`src/verilog/cvic_pkg.sv`:
```
package cvic_pkg;
  // register byte offsets of the controller's own register file
  localparam logic [7:0] CVIC_OFF_CTRL = 8'h00;
  localparam logic [7:0] CVIC_OFF_WDATA = 8'h04;
  localparam logic [7:0] CVIC_OFF_STATUS = 8'h08;
  localparam logic [7:0] CVIC_OFF_ACK = 8'h0c;
  localparam logic [7:0] CVIC_OFF_CHIPCFG = 8'h10;
  // ctrl fields
  localparam int CVIC_CTRL_GO = 0;
  localparam int CVIC_CTRL_KIND = 1;
  localparam int CVIC_CTRL_ADDR = 2;
  localparam int CVIC_CTRL_CHIP = 4;
  // status fields
  localparam int CVIC_ST_BUSY = 0;
  localparam int CVIC_ST_INT = 1;
  localparam int CVIC_ST_SETUP = 2;
  localparam int CVIC_ST_ACKDONE = 3;
  localparam int CVIC_ST_SETUP_DONE = 4;
  localparam int CVIC_ST_ORDER_ERR = 5;
  // device command encoding
  localparam int CVIC_FIRST_WORD_BIT = 4;
  localparam int CVIC_CHAINED_BIT = 1;
  localparam logic [7:0] CVIC_CALL_OPCODE = 8'hcd;
  localparam logic [31:0] CVIC_RESP_OKAY = 32'h0;
  localparam logic [1:0] CVIC_OKAY = 2'h0;
  localparam logic [1:0] CVIC_SLVERR = 2'h2;
  // strobe timing: at 10 MHz one cycle is 100 ns
  localparam int CVIC_CLK_NS = 100;
  localparam int CVIC_STROBE_NS = 420;
  localparam int CVIC_SETUP_NS = 50;
  localparam int CVIC_STROBE_CYC = (CVIC_STROBE_NS + CVIC_CLK_NS - 1) / CVIC_CLK_NS;
  localparam int CVIC_SETUP_CYC = (CVIC_SETUP_NS + CVIC_CLK_NS - 1) / CVIC_CLK_NS;
  localparam int CVIC_CNT_W = 4;

  typedef enum logic [1:0] {
    CVIC_OP_NONE,
    CVIC_OP_WRITE,
    CVIC_OP_READ,
    CVIC_OP_ACK
  } cvic_op_e;

  typedef struct packed {
    logic cs_n;
    logic wr_n;
    logic rd_n;
    logic ack_n;
    logic addr_sel;
  } cvic_strobes_s;
endpackage : cvic_pkg

```
`src/verilog/cvic_strobe_gen.sv`:
```
`timescale 1ns/1ps
// one strobe cycle on the device pins: address setup, pulse, release
module cvic_strobe_gen
  import cvic_pkg::*;
#(
  parameter int SETUP_CYC = CVIC_SETUP_CYC,
  parameter int PULSE_CYC = CVIC_STROBE_CYC
) (
  input wire logic aclk,
  input wire logic aresetn,
  input wire logic start,
  input wire cvic_op_e op,
  input wire logic addr_sel,
  input wire logic [7:0] wdata,
  input wire logic [7:0] bus_in,
  output logic busy,
  output logic done,
  output cvic_strobes_s pins,
  output logic [7:0] bus_out,
  output logic bus_oe,
  output logic [7:0] rdata
);
  initial begin
    if (SETUP_CYC < 1 || PULSE_CYC < 1 || SETUP_CYC + PULSE_CYC > 14) begin
      $error("cvic_strobe_gen: timing counts out of range");
    end
  end

  typedef enum logic [1:0] {CVIC_SG_IDLE, CVIC_SG_SETUP, CVIC_SG_PULSE, CVIC_SG_HOLD} cvic_sg_e;
  cvic_sg_e st_q;
  logic [CVIC_CNT_W-1:0] cnt_q;
  cvic_op_e op_q;
  logic sel_q;
  logic [7:0] wd_q;
  logic [7:0] rd_q;
  logic done_q;
  wire last = (cnt_q == CVIC_CNT_W'(1));

  always_ff @(posedge aclk) begin
    if (!aresetn) begin
      st_q <= CVIC_SG_IDLE;
      cnt_q <= '0;
      op_q <= CVIC_OP_NONE;
      sel_q <= 1'b0;
      wd_q <= 8'h00;
      rd_q <= 8'h00;
      done_q <= 1'b0;
    end else begin
      done_q <= 1'b0;
      case (st_q)
        CVIC_SG_IDLE: begin
          if (start) begin
            st_q <= CVIC_SG_SETUP;
            cnt_q <= CVIC_CNT_W'(SETUP_CYC);
            op_q <= op;
            sel_q <= addr_sel;
            wd_q <= wdata;
          end
        end
        CVIC_SG_SETUP: begin
          cnt_q <= cnt_q - CVIC_CNT_W'(1);
          if (last) begin
            st_q <= CVIC_SG_PULSE;
            cnt_q <= CVIC_CNT_W'(PULSE_CYC);
          end
        end
        CVIC_SG_PULSE: begin
          cnt_q <= cnt_q - CVIC_CNT_W'(1);
          // sample device data at the trailing edge of the pulse
          if (last) begin
            st_q <= CVIC_SG_HOLD;
            rd_q <= bus_in;
          end
        end
        CVIC_SG_HOLD: begin
          st_q <= CVIC_SG_IDLE;
          done_q <= 1'b1;
        end
        default: st_q <= CVIC_SG_IDLE;
      endcase
    end
  end

  wire in_pulse = (st_q == CVIC_SG_PULSE);
  wire active = (st_q != CVIC_SG_IDLE);
  assign busy = active;
  assign done = done_q;
  assign rdata = rd_q;
  assign pins.cs_n = !(active && op_q != CVIC_OP_ACK);
  assign pins.wr_n = !(in_pulse && op_q == CVIC_OP_WRITE);
  assign pins.rd_n = !(in_pulse && op_q == CVIC_OP_READ);
  assign pins.ack_n = !(in_pulse && op_q == CVIC_OP_ACK);
  assign pins.addr_sel = sel_q;
  assign bus_out = wd_q;
  assign bus_oe = active && op_q == CVIC_OP_WRITE;
endmodule : cvic_strobe_gen

```
`src/verilog/cvic_axil_slave.sv`:
```
`timescale 1ns/1ps
// single-outstanding axi4-lite slave front end; decode lives in the top
module cvic_axil_slave
  import cvic_pkg::*;
(
  input wire logic aclk,
  input wire logic aresetn,
  input wire logic [7:0] s_awaddr,
  input wire logic s_awvalid,
  output logic s_awready,
  input wire logic [31:0] s_wdata,
  input wire logic [3:0] s_wstrb,
  input wire logic s_wvalid,
  output logic s_wready,
  output logic [1:0] s_bresp,
  output logic s_bvalid,
  input wire logic s_bready,
  input wire logic [7:0] s_araddr,
  input wire logic s_arvalid,
  output logic s_arready,
  output logic [31:0] s_rdata,
  output logic [1:0] s_rresp,
  output logic s_rvalid,
  input wire logic s_rready,
  output logic wr_en,
  output logic [7:0] wr_addr,
  output logic [31:0] wr_data,
  input wire logic wr_ok,
  output logic rd_en,
  output logic [7:0] rd_addr,
  input wire logic [31:0] rd_data,
  input wire logic rd_ok
);
  logic aw_q, w_q, bv_q, rv_q;
  logic [7:0] awa_q;
  logic [31:0] wd_q, rd_q;
  logic [1:0] br_q, rr_q;

  assign s_awready = !aw_q && !bv_q;
  assign s_wready = !w_q && !bv_q;
  assign s_arready = !rv_q;
  assign s_bvalid = bv_q;
  assign s_bresp = br_q;
  assign s_rvalid = rv_q;
  assign s_rresp = rr_q;
  assign s_rdata = rd_q;
  // partial byte strobes are taken as full words: all fields sit in lane 0
  assign wr_en = aw_q && w_q && !bv_q;
  assign wr_addr = awa_q;
  assign wr_data = wd_q;
  assign rd_en = s_arvalid && s_arready;
  assign rd_addr = s_araddr;

  always_ff @(posedge aclk) begin
    if (!aresetn) begin
      aw_q <= 1'b0;
      w_q <= 1'b0;
      bv_q <= 1'b0;
      rv_q <= 1'b0;
      awa_q <= 8'h00;
      wd_q <= 32'h0;
      rd_q <= 32'h0;
      br_q <= CVIC_OKAY;
      rr_q <= CVIC_OKAY;
    end else begin
      if (s_awvalid && s_awready) begin
        aw_q <= 1'b1;
        awa_q <= s_awaddr;
      end
      if (s_wvalid && s_wready) begin
        w_q <= 1'b1;
        wd_q <= s_wdata;
      end
      if (wr_en) begin
        aw_q <= 1'b0;
        w_q <= 1'b0;
        bv_q <= 1'b1;
        br_q <= wr_ok ? CVIC_OKAY : CVIC_SLVERR;
      end
      if (bv_q && s_bready) begin
        bv_q <= 1'b0;
      end
      if (rd_en) begin
        rv_q <= 1'b1;
        rd_q <= rd_data;
        rr_q <= rd_ok ? CVIC_OKAY : CVIC_SLVERR;
      end else if (rv_q && s_rready) begin
        rv_q <= 1'b0;
      end
    end
  end
endmodule : cvic_axil_slave

```
`src/verilog/cvic_host.sv`:
```
// The AXI4-Lite interface to the registers and the placing of the registers were decided locally.
`timescale 1ns/1ps
module cvic_host
  import cvic_pkg::*;
#(
  parameter int NCHIP = 8,
  parameter int STROBE_CYC = CVIC_STROBE_CYC,
  parameter int SETUP_CYC = CVIC_SETUP_CYC
) (
  input wire logic aclk,
  input wire logic aresetn,
  input wire logic [7:0] s_awaddr,
  input wire logic s_awvalid,
  output logic s_awready,
  input wire logic [31:0] s_wdata,
  input wire logic [3:0] s_wstrb,
  input wire logic s_wvalid,
  output logic s_wready,
  output logic [1:0] s_bresp,
  output logic s_bvalid,
  input wire logic s_bready,
  input wire logic [7:0] s_araddr,
  input wire logic s_arvalid,
  output logic s_arready,
  output logic [31:0] s_rdata,
  output logic [1:0] s_rresp,
  output logic s_rvalid,
  input wire logic s_rready,
  output logic [NCHIP-1:0] chip_sel_n,
  output logic wr_n,
  output logic rd_n,
  output logic acknowledge_strobe_n,
  output logic address_select,
  output logic [NCHIP-1:0] master_slave_select,
  input wire logic interrupt,
  input wire logic [7:0] data_in,
  output logic [7:0] data_out,
  output logic data_oe
);
  initial begin
    if (NCHIP < 1 || NCHIP > 8) begin
      $error("cvic_host: NCHIP must be 1..8");
    end
  end

  ////////////////////////////////////////////////////////////////////////////
  // register file and bus front end
  logic wr_en, rd_en, wr_ok, rd_ok;
  logic [7:0] wr_addr, rd_addr;
  logic [31:0] wr_data, rd_data;
  logic [7:0] wdata_q;
  logic [2:0] master_q;
  logic [2:0] chip_q;
  logic kind_q;
  logic ackmode_q;
  logic sel_q;
  logic go_q;
  logic [7:0] op_byte_q, lo_q, hi_q, rdbyte_q;
  logic ackdone_q, order_err_q;
  logic [NCHIP-1:0] setup_done_q;
  logic [1:0] setup_left_q [NCHIP];

  cvic_axil_slave u_bus (
    .aclk(aclk),
    .aresetn(aresetn),
    .s_awaddr(s_awaddr),
    .s_awvalid(s_awvalid),
    .s_awready(s_awready),
    .s_wdata(s_wdata),
    .s_wstrb(s_wstrb),
    .s_wvalid(s_wvalid),
    .s_wready(s_wready),
    .s_bresp(s_bresp),
    .s_bvalid(s_bvalid),
    .s_bready(s_bready),
    .s_araddr(s_araddr),
    .s_arvalid(s_arvalid),
    .s_arready(s_arready),
    .s_rdata(s_rdata),
    .s_rresp(s_rresp),
    .s_rvalid(s_rvalid),
    .s_rready(s_rready),
    .wr_en(wr_en),
    .wr_addr(wr_addr),
    .wr_data(wr_data),
    .wr_ok(wr_ok),
    .rd_en(rd_en),
    .rd_addr(rd_addr),
    .rd_data(rd_data),
    .rd_ok(rd_ok)
  );

  function automatic logic is_mapped(input logic [7:0] a);
    is_mapped = (a == CVIC_OFF_CTRL) || (a == CVIC_OFF_WDATA) || (a == CVIC_OFF_STATUS)
      || (a == CVIC_OFF_ACK) || (a == CVIC_OFF_CHIPCFG);
  endfunction : is_mapped

  typedef enum logic [2:0] {
    CVIC_IDLE, CVIC_CMD, CVIC_ACK1, CVIC_ACK2, CVIC_ACK3
  } cvic_state_e;
  cvic_state_e st_q;
  logic sg_start, sg_busy, sg_done;
  cvic_op_e sg_op;
  logic [7:0] sg_rdata;
  cvic_strobes_s pins;

  wire idle = (st_q == CVIC_IDLE) && !sg_busy && !go_q;
  wire all_setup = &setup_done_q;
  wire ctrl_go = wr_en && wr_addr == CVIC_OFF_CTRL && wr_data[CVIC_CTRL_GO];
  wire go_kind = wr_data[CVIC_CTRL_KIND];
  wire go_ack = ctrl_go && wr_data[CVIC_CTRL_ADDR+1];
  wire go_ok = idle && (!go_ack || all_setup);
  assign wr_ok = is_mapped(wr_addr) && (!ctrl_go || go_ok)
    && wr_addr != CVIC_OFF_STATUS && wr_addr != CVIC_OFF_ACK;
  assign rd_ok = is_mapped(rd_addr);

  wire [31:0] status_w = {26'h0, order_err_q, &setup_done_q, ackdone_q,
    ~all_setup, interrupt, !idle};
  assign rd_data = (rd_addr == CVIC_OFF_CTRL) ?
    {25'h0, chip_q, ackmode_q, sel_q, kind_q, 1'b0} :
    (rd_addr == CVIC_OFF_WDATA) ? {16'h0, rdbyte_q, wdata_q} :
    (rd_addr == CVIC_OFF_STATUS) ? status_w :
    (rd_addr == CVIC_OFF_ACK) ? {8'h00, hi_q, lo_q, op_byte_q} :
    (rd_addr == CVIC_OFF_CHIPCFG) ? {29'h0, master_q} : 32'h0;

  ////////////////////////////////////////////////////////////////////////////
  // setup tracking per chip
  wire cmd_write_done = sg_done && st_q == CVIC_CMD && sg_op == CVIC_OP_WRITE;
  wire first_word = !sel_q && wdata_q[CVIC_FIRST_WORD_BIT];

  genvar gi;
  generate
    for (gi = 0; gi < NCHIP; gi++) begin : g_chip
      wire hit = cmd_write_done && chip_q == 3'(gi);
      always_ff @(posedge aclk) begin
        if (!aresetn) begin
          setup_left_q[gi] <= 2'd0;
          setup_done_q[gi] <= 1'b0;
        end else if (hit && first_word) begin
          setup_left_q[gi] <= wdata_q[CVIC_CHAINED_BIT] ? 2'd2 : 2'd1;
          setup_done_q[gi] <= 1'b0;
        end else if (hit && sel_q && setup_left_q[gi] != 2'd0) begin
          setup_left_q[gi] <= setup_left_q[gi] - 2'd1;
          setup_done_q[gi] <= (setup_left_q[gi] == 2'd1);
        end
      end
      assign master_slave_select[gi] = (master_q == 3'(gi));
      assign chip_sel_n[gi] = pins.cs_n || (chip_q != 3'(gi));
    end
  endgenerate

  ////////////////////////////////////////////////////////////////////////////
  // command sequencer
  wire [7:0] cmd_byte = wdata_q;
  assign sg_op = (st_q == CVIC_CMD) ? (kind_q ? CVIC_OP_READ : CVIC_OP_WRITE) :
    (st_q == CVIC_IDLE) ? CVIC_OP_NONE : CVIC_OP_ACK;
  assign sg_start = !sg_busy && !sg_done && st_q != CVIC_IDLE;

  always_ff @(posedge aclk) begin
    if (!aresetn) begin
      st_q <= CVIC_IDLE;
      go_q <= 1'b0;
      wdata_q <= 8'h00;
      master_q <= 3'd0;
      chip_q <= 3'd0;
      kind_q <= 1'b0;
      sel_q <= 1'b0;
      op_byte_q <= 8'h00;
      lo_q <= 8'h00;
      hi_q <= 8'h00;
      rdbyte_q <= 8'h00;
      ackdone_q <= 1'b0;
      order_err_q <= 1'b0;
    end else begin
      if (wr_en && wr_ok && wr_addr == CVIC_OFF_WDATA) begin
        wdata_q <= wr_data[7:0];
      end
      if (wr_en && wr_ok && wr_addr == CVIC_OFF_CHIPCFG) begin
        master_q <= wr_data[2:0];
      end
      if (wr_en && wr_ok && wr_addr == CVIC_OFF_CTRL) begin
        kind_q <= go_kind;
        sel_q <= wr_data[CVIC_CTRL_ADDR];
        chip_q <= wr_data[CVIC_CTRL_CHIP+2:CVIC_CTRL_CHIP];
        go_q <= wr_data[CVIC_CTRL_GO];
        if (wr_data[CVIC_CTRL_GO] && wr_data[CVIC_CTRL_ADDR+1]) begin
          ackdone_q <= 1'b0;
        end
      end
      if (go_q) begin
        go_q <= 1'b0;
        // ack mode starts the pulse train
        st_q <= ackmode_q ? CVIC_ACK1 : CVIC_CMD;
      end
      if (sg_done) begin
        case (st_q)
          CVIC_CMD: begin
            st_q <= CVIC_IDLE;
            if (kind_q) begin
              rdbyte_q <= sg_rdata;
            end
          end
          CVIC_ACK1: begin
            op_byte_q <= sg_rdata;
            if (sg_rdata != CVIC_CALL_OPCODE) begin
              order_err_q <= 1'b1;
              st_q <= CVIC_IDLE;
            end else begin
              st_q <= CVIC_ACK2;
            end
          end
          CVIC_ACK2: begin
            lo_q <= sg_rdata;
            st_q <= CVIC_ACK3;
          end
          CVIC_ACK3: begin
            hi_q <= sg_rdata;
            ackdone_q <= 1'b1;
            st_q <= CVIC_IDLE;
          end
          default: st_q <= CVIC_IDLE;
        endcase
      end
    end
  end

  always_ff @(posedge aclk) begin
    if (!aresetn) begin
      ackmode_q <= 1'b0;
    end else if (wr_en && wr_ok && wr_addr == CVIC_OFF_CTRL) begin
      ackmode_q <= wr_data[CVIC_CTRL_ADDR+1];
    end
  end

  ////////////////////////////////////////////////////////////////////////////
  // pin timing
  // one pulse per ack state
  cvic_strobe_gen #(
    .SETUP_CYC(SETUP_CYC),
    .PULSE_CYC(STROBE_CYC)
  ) u_sg (
    .aclk(aclk),
    .aresetn(aresetn),
    .start(sg_start),
    .op(sg_op),
    .addr_sel(sel_q),
    .wdata(cmd_byte),
    .bus_in(data_in),
    .busy(sg_busy),
    .done(sg_done),
    .pins(pins),
    .bus_out(data_out),
    .bus_oe(data_oe),
    .rdata(sg_rdata)
  );

  assign wr_n = pins.wr_n;
  assign rd_n = pins.rd_n;
  assign acknowledge_strobe_n = pins.ack_n;
  assign address_select = pins.addr_sel;
endmodule : cvic_host

```
`config.mk`:
```
export PLATFORM = sky130hd
export DESIGN_NAME = cvic_host
export DESIGN_NICKNAME = d
export VERILOG_FILES = /design/src/verilog/cvic_pkg.sv /design/src/verilog/cvic_strobe_gen.sv /design/src/verilog/cvic_axil_slave.sv /design/src/verilog/cvic_host.sv
export SDC_FILE = /design/constraint.sdc
export NUM_CORES = 1
export LEC_CHECK = 0
export BUFFER_PORTS_ARGS = -buffer_cell sky130_fd_sc_hd__clkbuf_2
export CAP_MARGIN = 20
export CORE_ASPECT_RATIO = 2
export CORE_MARGIN = 4
export CORE_UTILIZATION = 40
export DETAILED_ROUTE_END_ITERATION = 6
export PLACE_DENSITY = 0.67
export SYNTH_ARGS = -nofsm -noshare
export SYNTH_HDL_FRONTEND = slang
export SYNTH_HIERARCHICAL = 1
export SYNTH_SLANG_ARGS = --single-unit
```
`constraint.sdc`:
```
create_clock -name aclk -period 3.9 [get_ports aclk]
set_clock_uncertainty 0.15 [all_clocks]
set_input_delay 0.78 -clock aclk [delete_from_list [all_inputs] [get_ports aclk]]
set_output_delay 0.78 -clock aclk [all_outputs]
set_load 0.03 [all_outputs]
```
# After elaboration in Yosys (flattened, before gate mapping)
# Memories as Yosys holds them, arrays and structs flattened.
# Index checks and enable logic that the tools add are counted.
# totals
register_bits	145
latchBits	0
ram_bits	16
rom_bits	0
memories	1
# memory_table
memory	depth	width	rd	rd_clocked_by_memory_dff	write_ports	line_no	source
setup_left_q	8	2	8	0	8	cvic_host.sv:61	logic [1:0] setup_left_q [NCHIP];
# classes
n_addsub	9
mul	0
div	0
n_lt_le_gt_ge	0
eq_ne	56
n_shift	0
mux	103
n_bitwise	19
reduce_logical	139
# ops
operator	count
$mux 24	4
$logic_and 1x1->1	65
$mux 1	64
$mux 2	27
$eq 8x4->1 const B	4
$eq 3x3->1 const B	9
$eq 2x1->1 const B	11
$reduce_bool 2->1	11
$reduce_or 2->1	10
$eq 3x2->1 const B	6
$logic_or 1x1->1	18
$eq 8x3->1 const B	2
$eq 8x5->1 const B	2
$logic_not 8->1	2
$ne 8x4->1 const B	2
$or 1x1->1	16
$sub 2x1->2 const B	8
$logic_not 1->1	15
$ne 3x3->1 const B	4
$pmux 4 s3	1
$reduce_and 2->1	6
$eq 3x1->1 const B	3
$logic_not 3->1	3
$mux 3	3
17 further kinds	30

# Depth between registers and ports, before layout
# Gate-level depths: netlist of run 1.
# depth
ltp_word	17
ltp_mapped	10
mapped_depth_nobuf	10

# Hierarchy
# Netlist of run 1, hierarchy kept.
# modules_own_cells
module	instances	cells_per_inst	area_per_inst_um2	seq_area_each_um2
cvic_host	1	506	4236.6	1741.7
cvic_axil_slave	1	356	3036.7	1561.5
cvic_strobe_gen	1	141	1147.4	520.5

# Worst setup path before layout of run 1
# No wires, ideal clock.
# synth_path
path_type	in2reg
from	in s_araddr[5]
to	reg u_bus.rd_q[14], in the netlist u_bus/s_rdata[14]
setup_ns	0.076
t_arrival_ns	2.250
path_slack_ns	1.424
stages	10
path_buffers	3
cell_sequence	buf_4 -> nor3_1 -> nand2_1 -> nor2_1 -> and3_1 -> clkbuf_1 -> clkbuf_1 -> a22o_1 -> nand2_1 -> a21boi_0
# synth_between
elab_chain_len	5
elab_cells_between_ends	8
# synth_rtl
item	line_no	source
start: declaration	cvic_host.sv:22	input wire logic [7:0] s_araddr,
$eq 8x4->1	cvic_host.sv:123	(rd_addr == CVIC_OFF_ACK) ? {8'h00, hi_q, lo_q, op_byte_q} :
$mux 24	cvic_host.sv:123	
$mux 24	cvic_host.sv:122	(rd_addr == CVIC_OFF_STATUS) ? status_w :
$mux 24	cvic_host.sv:121	(rd_addr == CVIC_OFF_WDATA) ? {16'h0, rdbyte_q, wdata_q} :
$mux 24 (*)	cvic_host.sv:119	assign rd_data = (rd_addr == CVIC_OFF_CTRL) ?
net rd_data[14]	cvic_host.sv:50	logic [31:0] wr_data, rd_data;
end signal: assignment	cvic_axil_slave.sv:85	rd_q <= rd_data;
end: declaration	cvic_axil_slave.sv:36	logic [31:0] wd_q, rd_q;
# The timed path passes the listed nets; every way through them passes the cells marked *.
# A chain may end at the register's enable or synchronous reset.

==> impl_metrics.ini, run 1 <==
[setup_path]
arrival_ns = 2.11
cp_max_fo = 8
crit_slowest_cell = dfxtp_1
r2r_setup_slack_ns = 1.41
worstPathRequired_ns = 2.97
criticalPathCategory = flop to primary output
crit_chain = inv_1, ha_1, inv_1, nand2_1, or2_2, clkbuf_2
cpPeakStageDelay_ns = 0.37
crit_top_cell = inv_1
r2r_start = u_bus/s_bvalid
reg2regPathDepth = 5
critPathLaunchType = flop
r2r-end = cmd_byte[1]
cp-end-kind = primary output

[run]
maxCapViolations = 0

[sta]
timing.final.crit_share = 0.781
setup_viol = 0
rsz0062_at_grt = false
hold_viol = 0
tightest_slew_ns = 0.938
setup_tns_ns = 0
drv_slew = 0
relSlewSlack = 0.370
fmax_mhz = 328
period_needed_ns = 3.04

[power_and_ir_drop]
p_leak_nw = 3.35
p_seq_frac = 0.484
swShare = 0.237
clkPwrFrac = 0.450
intPower_w = 0.00269
power_switching_w = 0.000836
comb_power_share = 0.067
ir_drop_v = 0.000281
p_per_area_nw_per_um2 = 408

[global_route]
grt_first_pass_wirelength_um = 30700
grt_remaining_overflow = 0
grt_pass1_vias = 6104
grt.total_usage = 0.179
grt_max_degree = 43
antenna_found_initial = 0

[final_layout]
final_cell_mix = 201 x nand2_1, 143 x dfxtp_1, 107 x clkbuf_2
drive_gt1_frac = 0.178
diodes = 0
areaGrowthSynthToFinish_pct = 13.9
nets = 1059
final_cells = 1236
final_common_cell = nand2_1

[clocking]
clk_latency_ns = 0.42
cts_buffers = 17
holdBufCountCts = 0
cts_buffer_depth = 2
tritoncts = built
cts-root-buf = clkbuf_16
cts.reportedPaths.clkPinSlew_ns = 0.06
cts.repair.resized = 0
post_cts_buffers = 0
h-tree-depth = 4
clock-sinks = 159

[die]
die_x_um = 105
floorplan.die_area_um2 = 21400
fp.dieH_um = 203
core_um2 = 18700
io_pins = 138
placementRows = 71
initial_core_util = 0.405

[drt]
drt_first_iter_violations = 461
drc = 0
wl_per_cell_um = 15.2
drtPass1Iterations = 5
detail-route-antenna-nets = 0
finalWirelength_um = 18800
viasPerCell = 5.06
vias = 6252

[min_path]
worstHoldPathCells = 2
hold_class = flop to flop
worstHoldStart = op_byte_q[1]
hold_end = op_byte_q[1]

[run_status]
status = complete, no violations

[place]
port_buffers = 107
dp_hpwl_um = 13700
gp_congestion = 0.821
placed_cells = 1205

[logic_synthesis]
ys_warn_count = 6
synth_area_um2 = 7590
avgSynthCellArea_um2 = 8.39
synthCells = 904
## worst max-delay path by stage
stage / cells past startpoint / endpoint / slack (ns) / startpoint
2_1_floorplan: 10 / u_bus/s_rdata[14] / 1.42 / s_araddr[5]
3_3_place_gp: 8 / u_bus/s_rdata[14] / 1.10 / s_araddr[5]
3_5_place_dp: 8 / u_bus/s_rdata[14] / 1.05 / s_araddr[5]
4_1_cts: 6 / chip_sel_n[6] / 0.80 / u_sg/st_q[0]
5_1_grt: 6 / chip_sel_n[6] / 0.73 / u_sg/st_q[0]
6_report: 6 / chip_sel_n[6] / 0.86 / u_sg/st_q[0]
## layer usage
layer,up-vias,part of all wire,global-route usage
li1,3162,-,-
met2,154,0.53,0.331
met3,37,0.043,0.0385
met4,0,0.031,0.0793
met5,-,0,0
met1,2899,0.39,0.192
## power by group through the flow
stage | Combinational (W) | Sequential [W] | Clock [W]
final | 0.000235 | 0.00171 | 0.00159
after global routing | 0.000262 | 0.00171 | 0.00168
after CTS | 0.000236 | 0.00171 | 0.00163
after detailed placement | 0.000235 | 0.00174 | 0
after global placement | 0.000232 | 0.00174 | 0
after floorplan | 0.000178 | 0.00175 | 0
## final cells by class
cell class,count,area (um2)
fillers,1864,10100
multi-input cells,649,3740
flip-flops and latches,159,3340
repair buffers,110,558
clock buffers,21,480
well taps,255,319
inverters,32,120
clock inverters,10,85.1
## worst max-delay path: cells and delay by family (launching register included)
family / cells / cell delay [ns]
buffers and inverters: 3 / 0.46
flip-flops: 1 / 0.37
adder cells (fa/ha/maj): 1 / 0.30
AND/OR/NAND/NOR: 2 / 0.56
## per-stage QoR
step	worst slack (ns)	utilization	cell area, um2	hold WS (ns)	power (W)
2_1_floorplan	1.42	-	7620	0.278	0.00193
3_3_place_gp	1.10	0.431	8080	0.290	0.00197
3_5_place_dp	1.05	0.431	8080	0.296	0.00198
4_1_cts	0.804	0.461	8640	0.302	0.00357
5_1_grt	0.733	0.461	8640	0.318	0.00365
6_report	0.856	0.461	8640	0.302	0.00353
## flip-flops by register name, indices dropped and copies added (netlist names), 3 cells and up
register and count:
u_bus/s_rdata 32, u_sg/cnt_q 4, rdbyte_q 8, lo_q 8, u_bus/wr_addr 8, chip_q 3, u_sg/bus_out 8, master_q 3
st_q 3, setup_done_q 8, setup_left_q 16, u_bus/wr_data 8, u_sg/rdata 8, op_byte_q 8, cmd_byte 8, hi_q 8
No activity file was read; power rests on OpenSTA's default activity.
==> run 2, diff against run 1 <==
==> constraint.sdc (replaced) <==
create_clock -name aclk -period 3.2 [get_ports aclk]
set_clock_uncertainty 0.15 [all_clocks]
set_input_delay 0.64 -clock aclk [delete_from_list [all_inputs] [get_ports aclk]]
set_output_delay 0.64 -clock aclk [all_outputs]
set_load 0.03 [all_outputs]
==> impl_metrics.ini, run 2 (synthesis gave the netlist of run 1 again) <==
[setup_path]
cp-end-kind = primary output
criticalPathCategory = flop to primary output
arrival_ns = 2.12
crit_top_cell = inv_1
crit_family = simple AND/OR/NAND/NOR gates
crit_slowest_cell = or2_2
crit_chain = inv_1, ha_1, inv_1, nand2_1, or2_2, clkbuf_2
worstPathRequired_ns = 2.41
cp_max_fo = 8
crit_buf_inv = 3
critPathLaunchType = flop
cpPeakStageDelay_ns = 0.37

[global_route]
antenna_found_initial = 0
grt_remaining_overflow = 0
grt_first_pass_wirelength_um = 30400
grt.total_usage = 0.178
grt_max_degree = 56
grt_pass1_vias = 6027

[clocking]
cts.reportedPaths.clkPinSlew_ns = 0.06
clock-sinks = 159
post_cts_buffers = 0
cts.repair.resized = 0
tritoncts = built
h-tree-depth = 4
cts_buffers = 17
clk_latency_ns = 0.42
cts-root-buf = clkbuf_16
holdBufCountCts = 0
cts_buffer_depth = 2

[final_layout]
final_common_cell = nand2_1
areaGrowthSynthToFinish_pct = 14.3
final_cell_mix = 201 x nand2_1, 143 x dfxtp_1, 107 x clkbuf_2
drive_gt1_frac = 0.178
nets = 1063
largest_reg_flops = 32
diodes = 0
post-route-cell-area_um2 = 8670

[sta]
fmax_mhz = 343
whs_ns = 0.278
period_needed_ns = 2.91
relSlewSlack = 0.325
timing.final.crit_share = 0.911
rsz0062_at_grt = false
setup_tns_ns = 0
drv_slew = 0
hold_viol = 0
tightest_slew_ns = 1.00
setup_viol = 0

[power_and_ir_drop]
p_leak_nw = 3.38
p_per_area_nw_per_um2 = 499
total_power_w = 0.00433
ir_drop_v = 0.000362

[die]
initial_core_util = 0.405
placementRows = 71
floorplan.die_area_um2 = 21400
core_um2 = 18700
fp.dieH_um = 203
die_x_um = 105
io_pins = 138

[place]
dp_hpwl_um = 13900
gp_congestion = 0.833
port_buffers = 107
post_dp_cell_area_um2 = 8110

[run]
maxCapViolations = 0

[drt]
detail-route-antenna-nets = 0
finalWirelength_um = 18700
wl_per_cell_um = 15.1
viasPerCell = 5.05
vias = 6256
drtPass1Iterations = 5
drt_first_iter_violations = 376
drc = 0

[run_status]
status = complete, no violations

[min_path]
hold_class = input pin to flop
[run 2: path summary, 6_finish.rpt]
check / start / endpoint / slack, ns / depth (start not counted)
hold / removal: s_awaddr[7] / u_bus/wr_addr[7] / 0.28 / 3
setup / recovery: u_sg/st_q[0] / chip_sel_n[6] / 0.29 / 6
hold reg to reg: u_bus/wr_data[7] / u_bus/wr_data[7] / 0.30 / 2
setup reg to reg: u_bus/s_bvalid / cmd_byte[5] / 0.68 / 5
[run 2: power breakdown]
part           total, W  internal (W)  switching, W
Combinational  0.000288     0.0000947      0.000193
Sequential      0.00208       0.00205     0.0000339
Clock           0.00196       0.00120      0.000765
[run 2: final cells by class]
type                    count  area (um2)
well taps                 255         319
repair buffers            114         588
flip-flops and latches    159        3340
inverters                  32         120
clock buffers              23         478
fillers                  1871       10100
clock inverters             7        86.3
multi-input cells         649        3740
[run 2: worst reg2reg max path: stages, from the launching register on]
cell	delay, ns
dfxtp_1	0.41
and3b_1	0.32
or4b_4	0.53
or4_1	0.67
mux2i_1	0.23
nor2_1	0.06
[run 2: layer usage]
metal / part of all wire / global-route usage / wire length, um
met2: 0.55 / 0.339 / 10300
met4: 0.024 / 0.0723 / 446
met3: 0.039 / 0.0331 / 724
met5: 0 / 0 / 0
met1: 0.39 / 0.189 / 7220
[run 2: metrics by stage]
step,setup WS [ns],instances,util
2_1_floorplan,0.844,912,-
3_3_place_gp,0.664,1209,0.432
3_5_place_dp,0.644,1209,0.432
4_1_cts,0.259,1239,0.463
5_1_grt,0.198,1239,0.463
6_report,0.285,1239,0.463
==> run 3, diff against run 2 <==
--- a/config.mk
+++ b/config.mk
@@ -9,9 +9,9 @@
 export CAP_MARGIN = 20
 export CORE_ASPECT_RATIO = 2
 export CORE_MARGIN = 4
-export CORE_UTILIZATION = 40
+export CORE_UTILIZATION = 25
 export DETAILED_ROUTE_END_ITERATION = 6
-export PLACE_DENSITY = 0.67
+export PLACE_DENSITY = 0.49
 export SYNTH_ARGS = -nofsm -noshare
 export SYNTH_HDL_FRONTEND = slang
 export SYNTH_HIERARCHICAL = 1
==> impl_metrics.ini, run 3 (synthesis gave the netlist of run 1 again) <==
[setup_path]
cp_max_fo = 8
worstPathRequired_ns = 2.41
criticalPathCategory = flop to primary output
critPathLaunchType = flop
cp-end-kind = primary output
arrival_ns = 2.14

[final_layout]
areaGrowthSynthToFinish_pct = 16.1
fillers = 3242
drive_gt1_frac = 0.181
final_cell_mix = 201 x nand2_1, 143 x dfxtp_1, 106 x clkbuf_2
largest_reg_flops = 32
diodes = 0
final_common_cell = nand2_1
nets = 1064
fin_util = 0.293

[clocking]
clk_latency_ns = 0.44
cts_buffers = 17
tritoncts = built
cts_buffer_depth = 2
clock-sinks = 159
holdBufCountCts = 0
h-tree-depth = 4
cts.repair.resized = 0
post_cts_buffers = 0
cts.reportedPaths.clkPinSlew_ns = 0.07
cts-root-buf = clkbuf_16

[global_route]
grt_first_pass_wirelength_um = 34000
grt_max_degree = 56
grt_remaining_overflow = 0
grt_pass1_vias = 6232
antenna_found_initial = 0
grt.total_usage = 0.129

[place]
port_buffers = 107
gp_congestion = 0.761
dp_slack_ns = 0.624
dp_hpwl_um = 16000

[run]
maxCapViolations = 0

[die]
fp.dieH_um = 254
placementRows = 90
initial_core_util = 0.252
core_um2 = 30100
die_x_um = 131
floorplan.die_area_um2 = 33400
io_pins = 138

[drt]
drtPass1Iterations = 7
wl_per_cell_um = 15.8
drc = 3
finalWirelength_um = 21500
drt_first_iter_violations = 234
vias = 6230
detail-route-antenna-nets = 0
viasPerCell = 4.60

[sta]
drv_slew = 0
relSlewSlack = 0.373
setup_tns_ns = 0
timing.final.crit_share = 0.915
period_needed_ns = 2.93
setup_viol = 0
fmax_mhz = 341
hold_viol = 0
tightest_slew_ns = 0.939
rsz0062_at_grt = false
setup_ws_ns = 0.272

[run_status]
status = complete, but fails checks
failed_checks = DRC

[power_and_ir_drop]
p_per_area_nw_per_um2 = 491
ir_drop_v = 0.000247
p_leak_nw = 3.37

[min_path]
hold_class = input pin to flop
==> run 3: power breakdown <==
part           switching (W)  internal (W)  total [W]  leakage [nW]
registers          0.0000349       0.00204    0.00208          1.32
logic               0.000198     0.0000941   0.000292          1.78
clock network       0.000857       0.00109    0.00195         0.268
==> run 3: cell type report <==
| type | instances | area [um2] | share of cell area |
|---|---|---|---|
| multi-input cells | 649 | 3740 | 0.424 |
| flip-flops and latches | 159 | 3340 | 0.379 |
| repair buffers | 115 | 596 | 0.0676 |
| well taps | 368 | 460 | 0.0523 |
| clock buffers | 20 | 447 | 0.0507 |
| inverters | 32 | 120 | 0.0136 |
| clock inverters | 12 | 110 | 0.0125 |
==> run 3: final timing paths <==
kind                  start  depth (start not counted)  slack (ns)                to
max            u_sg/st_q[0]                          6        0.27     chip_sel_n[4]
min             s_awaddr[5]                          3        0.27  u_bus/wr_addr[5]
max reg2reg  u_bus/s_bvalid                          5        0.61       cmd_byte[0]
min reg2reg         hi_q[6]                          2        0.30           hi_q[6]
==> run 3: metal layers <==
metal,vias to the layer above,GRT usage,share of wire
li1,3181,-,-
met1,2923,0.133,0.39
met2,108,0.256,0.55
met3,18,0.0296,0.036
met4,0,0.0451,0.020
met5,-,0,0
==> run 3: stage by stage <==
step                power, W  hold WS, ns  instances  area, um2
floorplan            0.00235        0.278        912       7620
global placement     0.00242        0.290       1323       8260
detailed placement   0.00242        0.297       1323       8260
CTS                  0.00439        0.250       1355       8810
global route         0.00449        0.265       1355       8810
finish               0.00432        0.272       1355       8810
==> run 3: critical path, cell delays in order (launching register included) <==
cell and delay, ns:
dfxtp_1 0.36, inv_1 0.09, ha_1 0.28, inv_1 0.17, nand2_1 0.23, or2_2 0.37
clkbuf_2 0.19
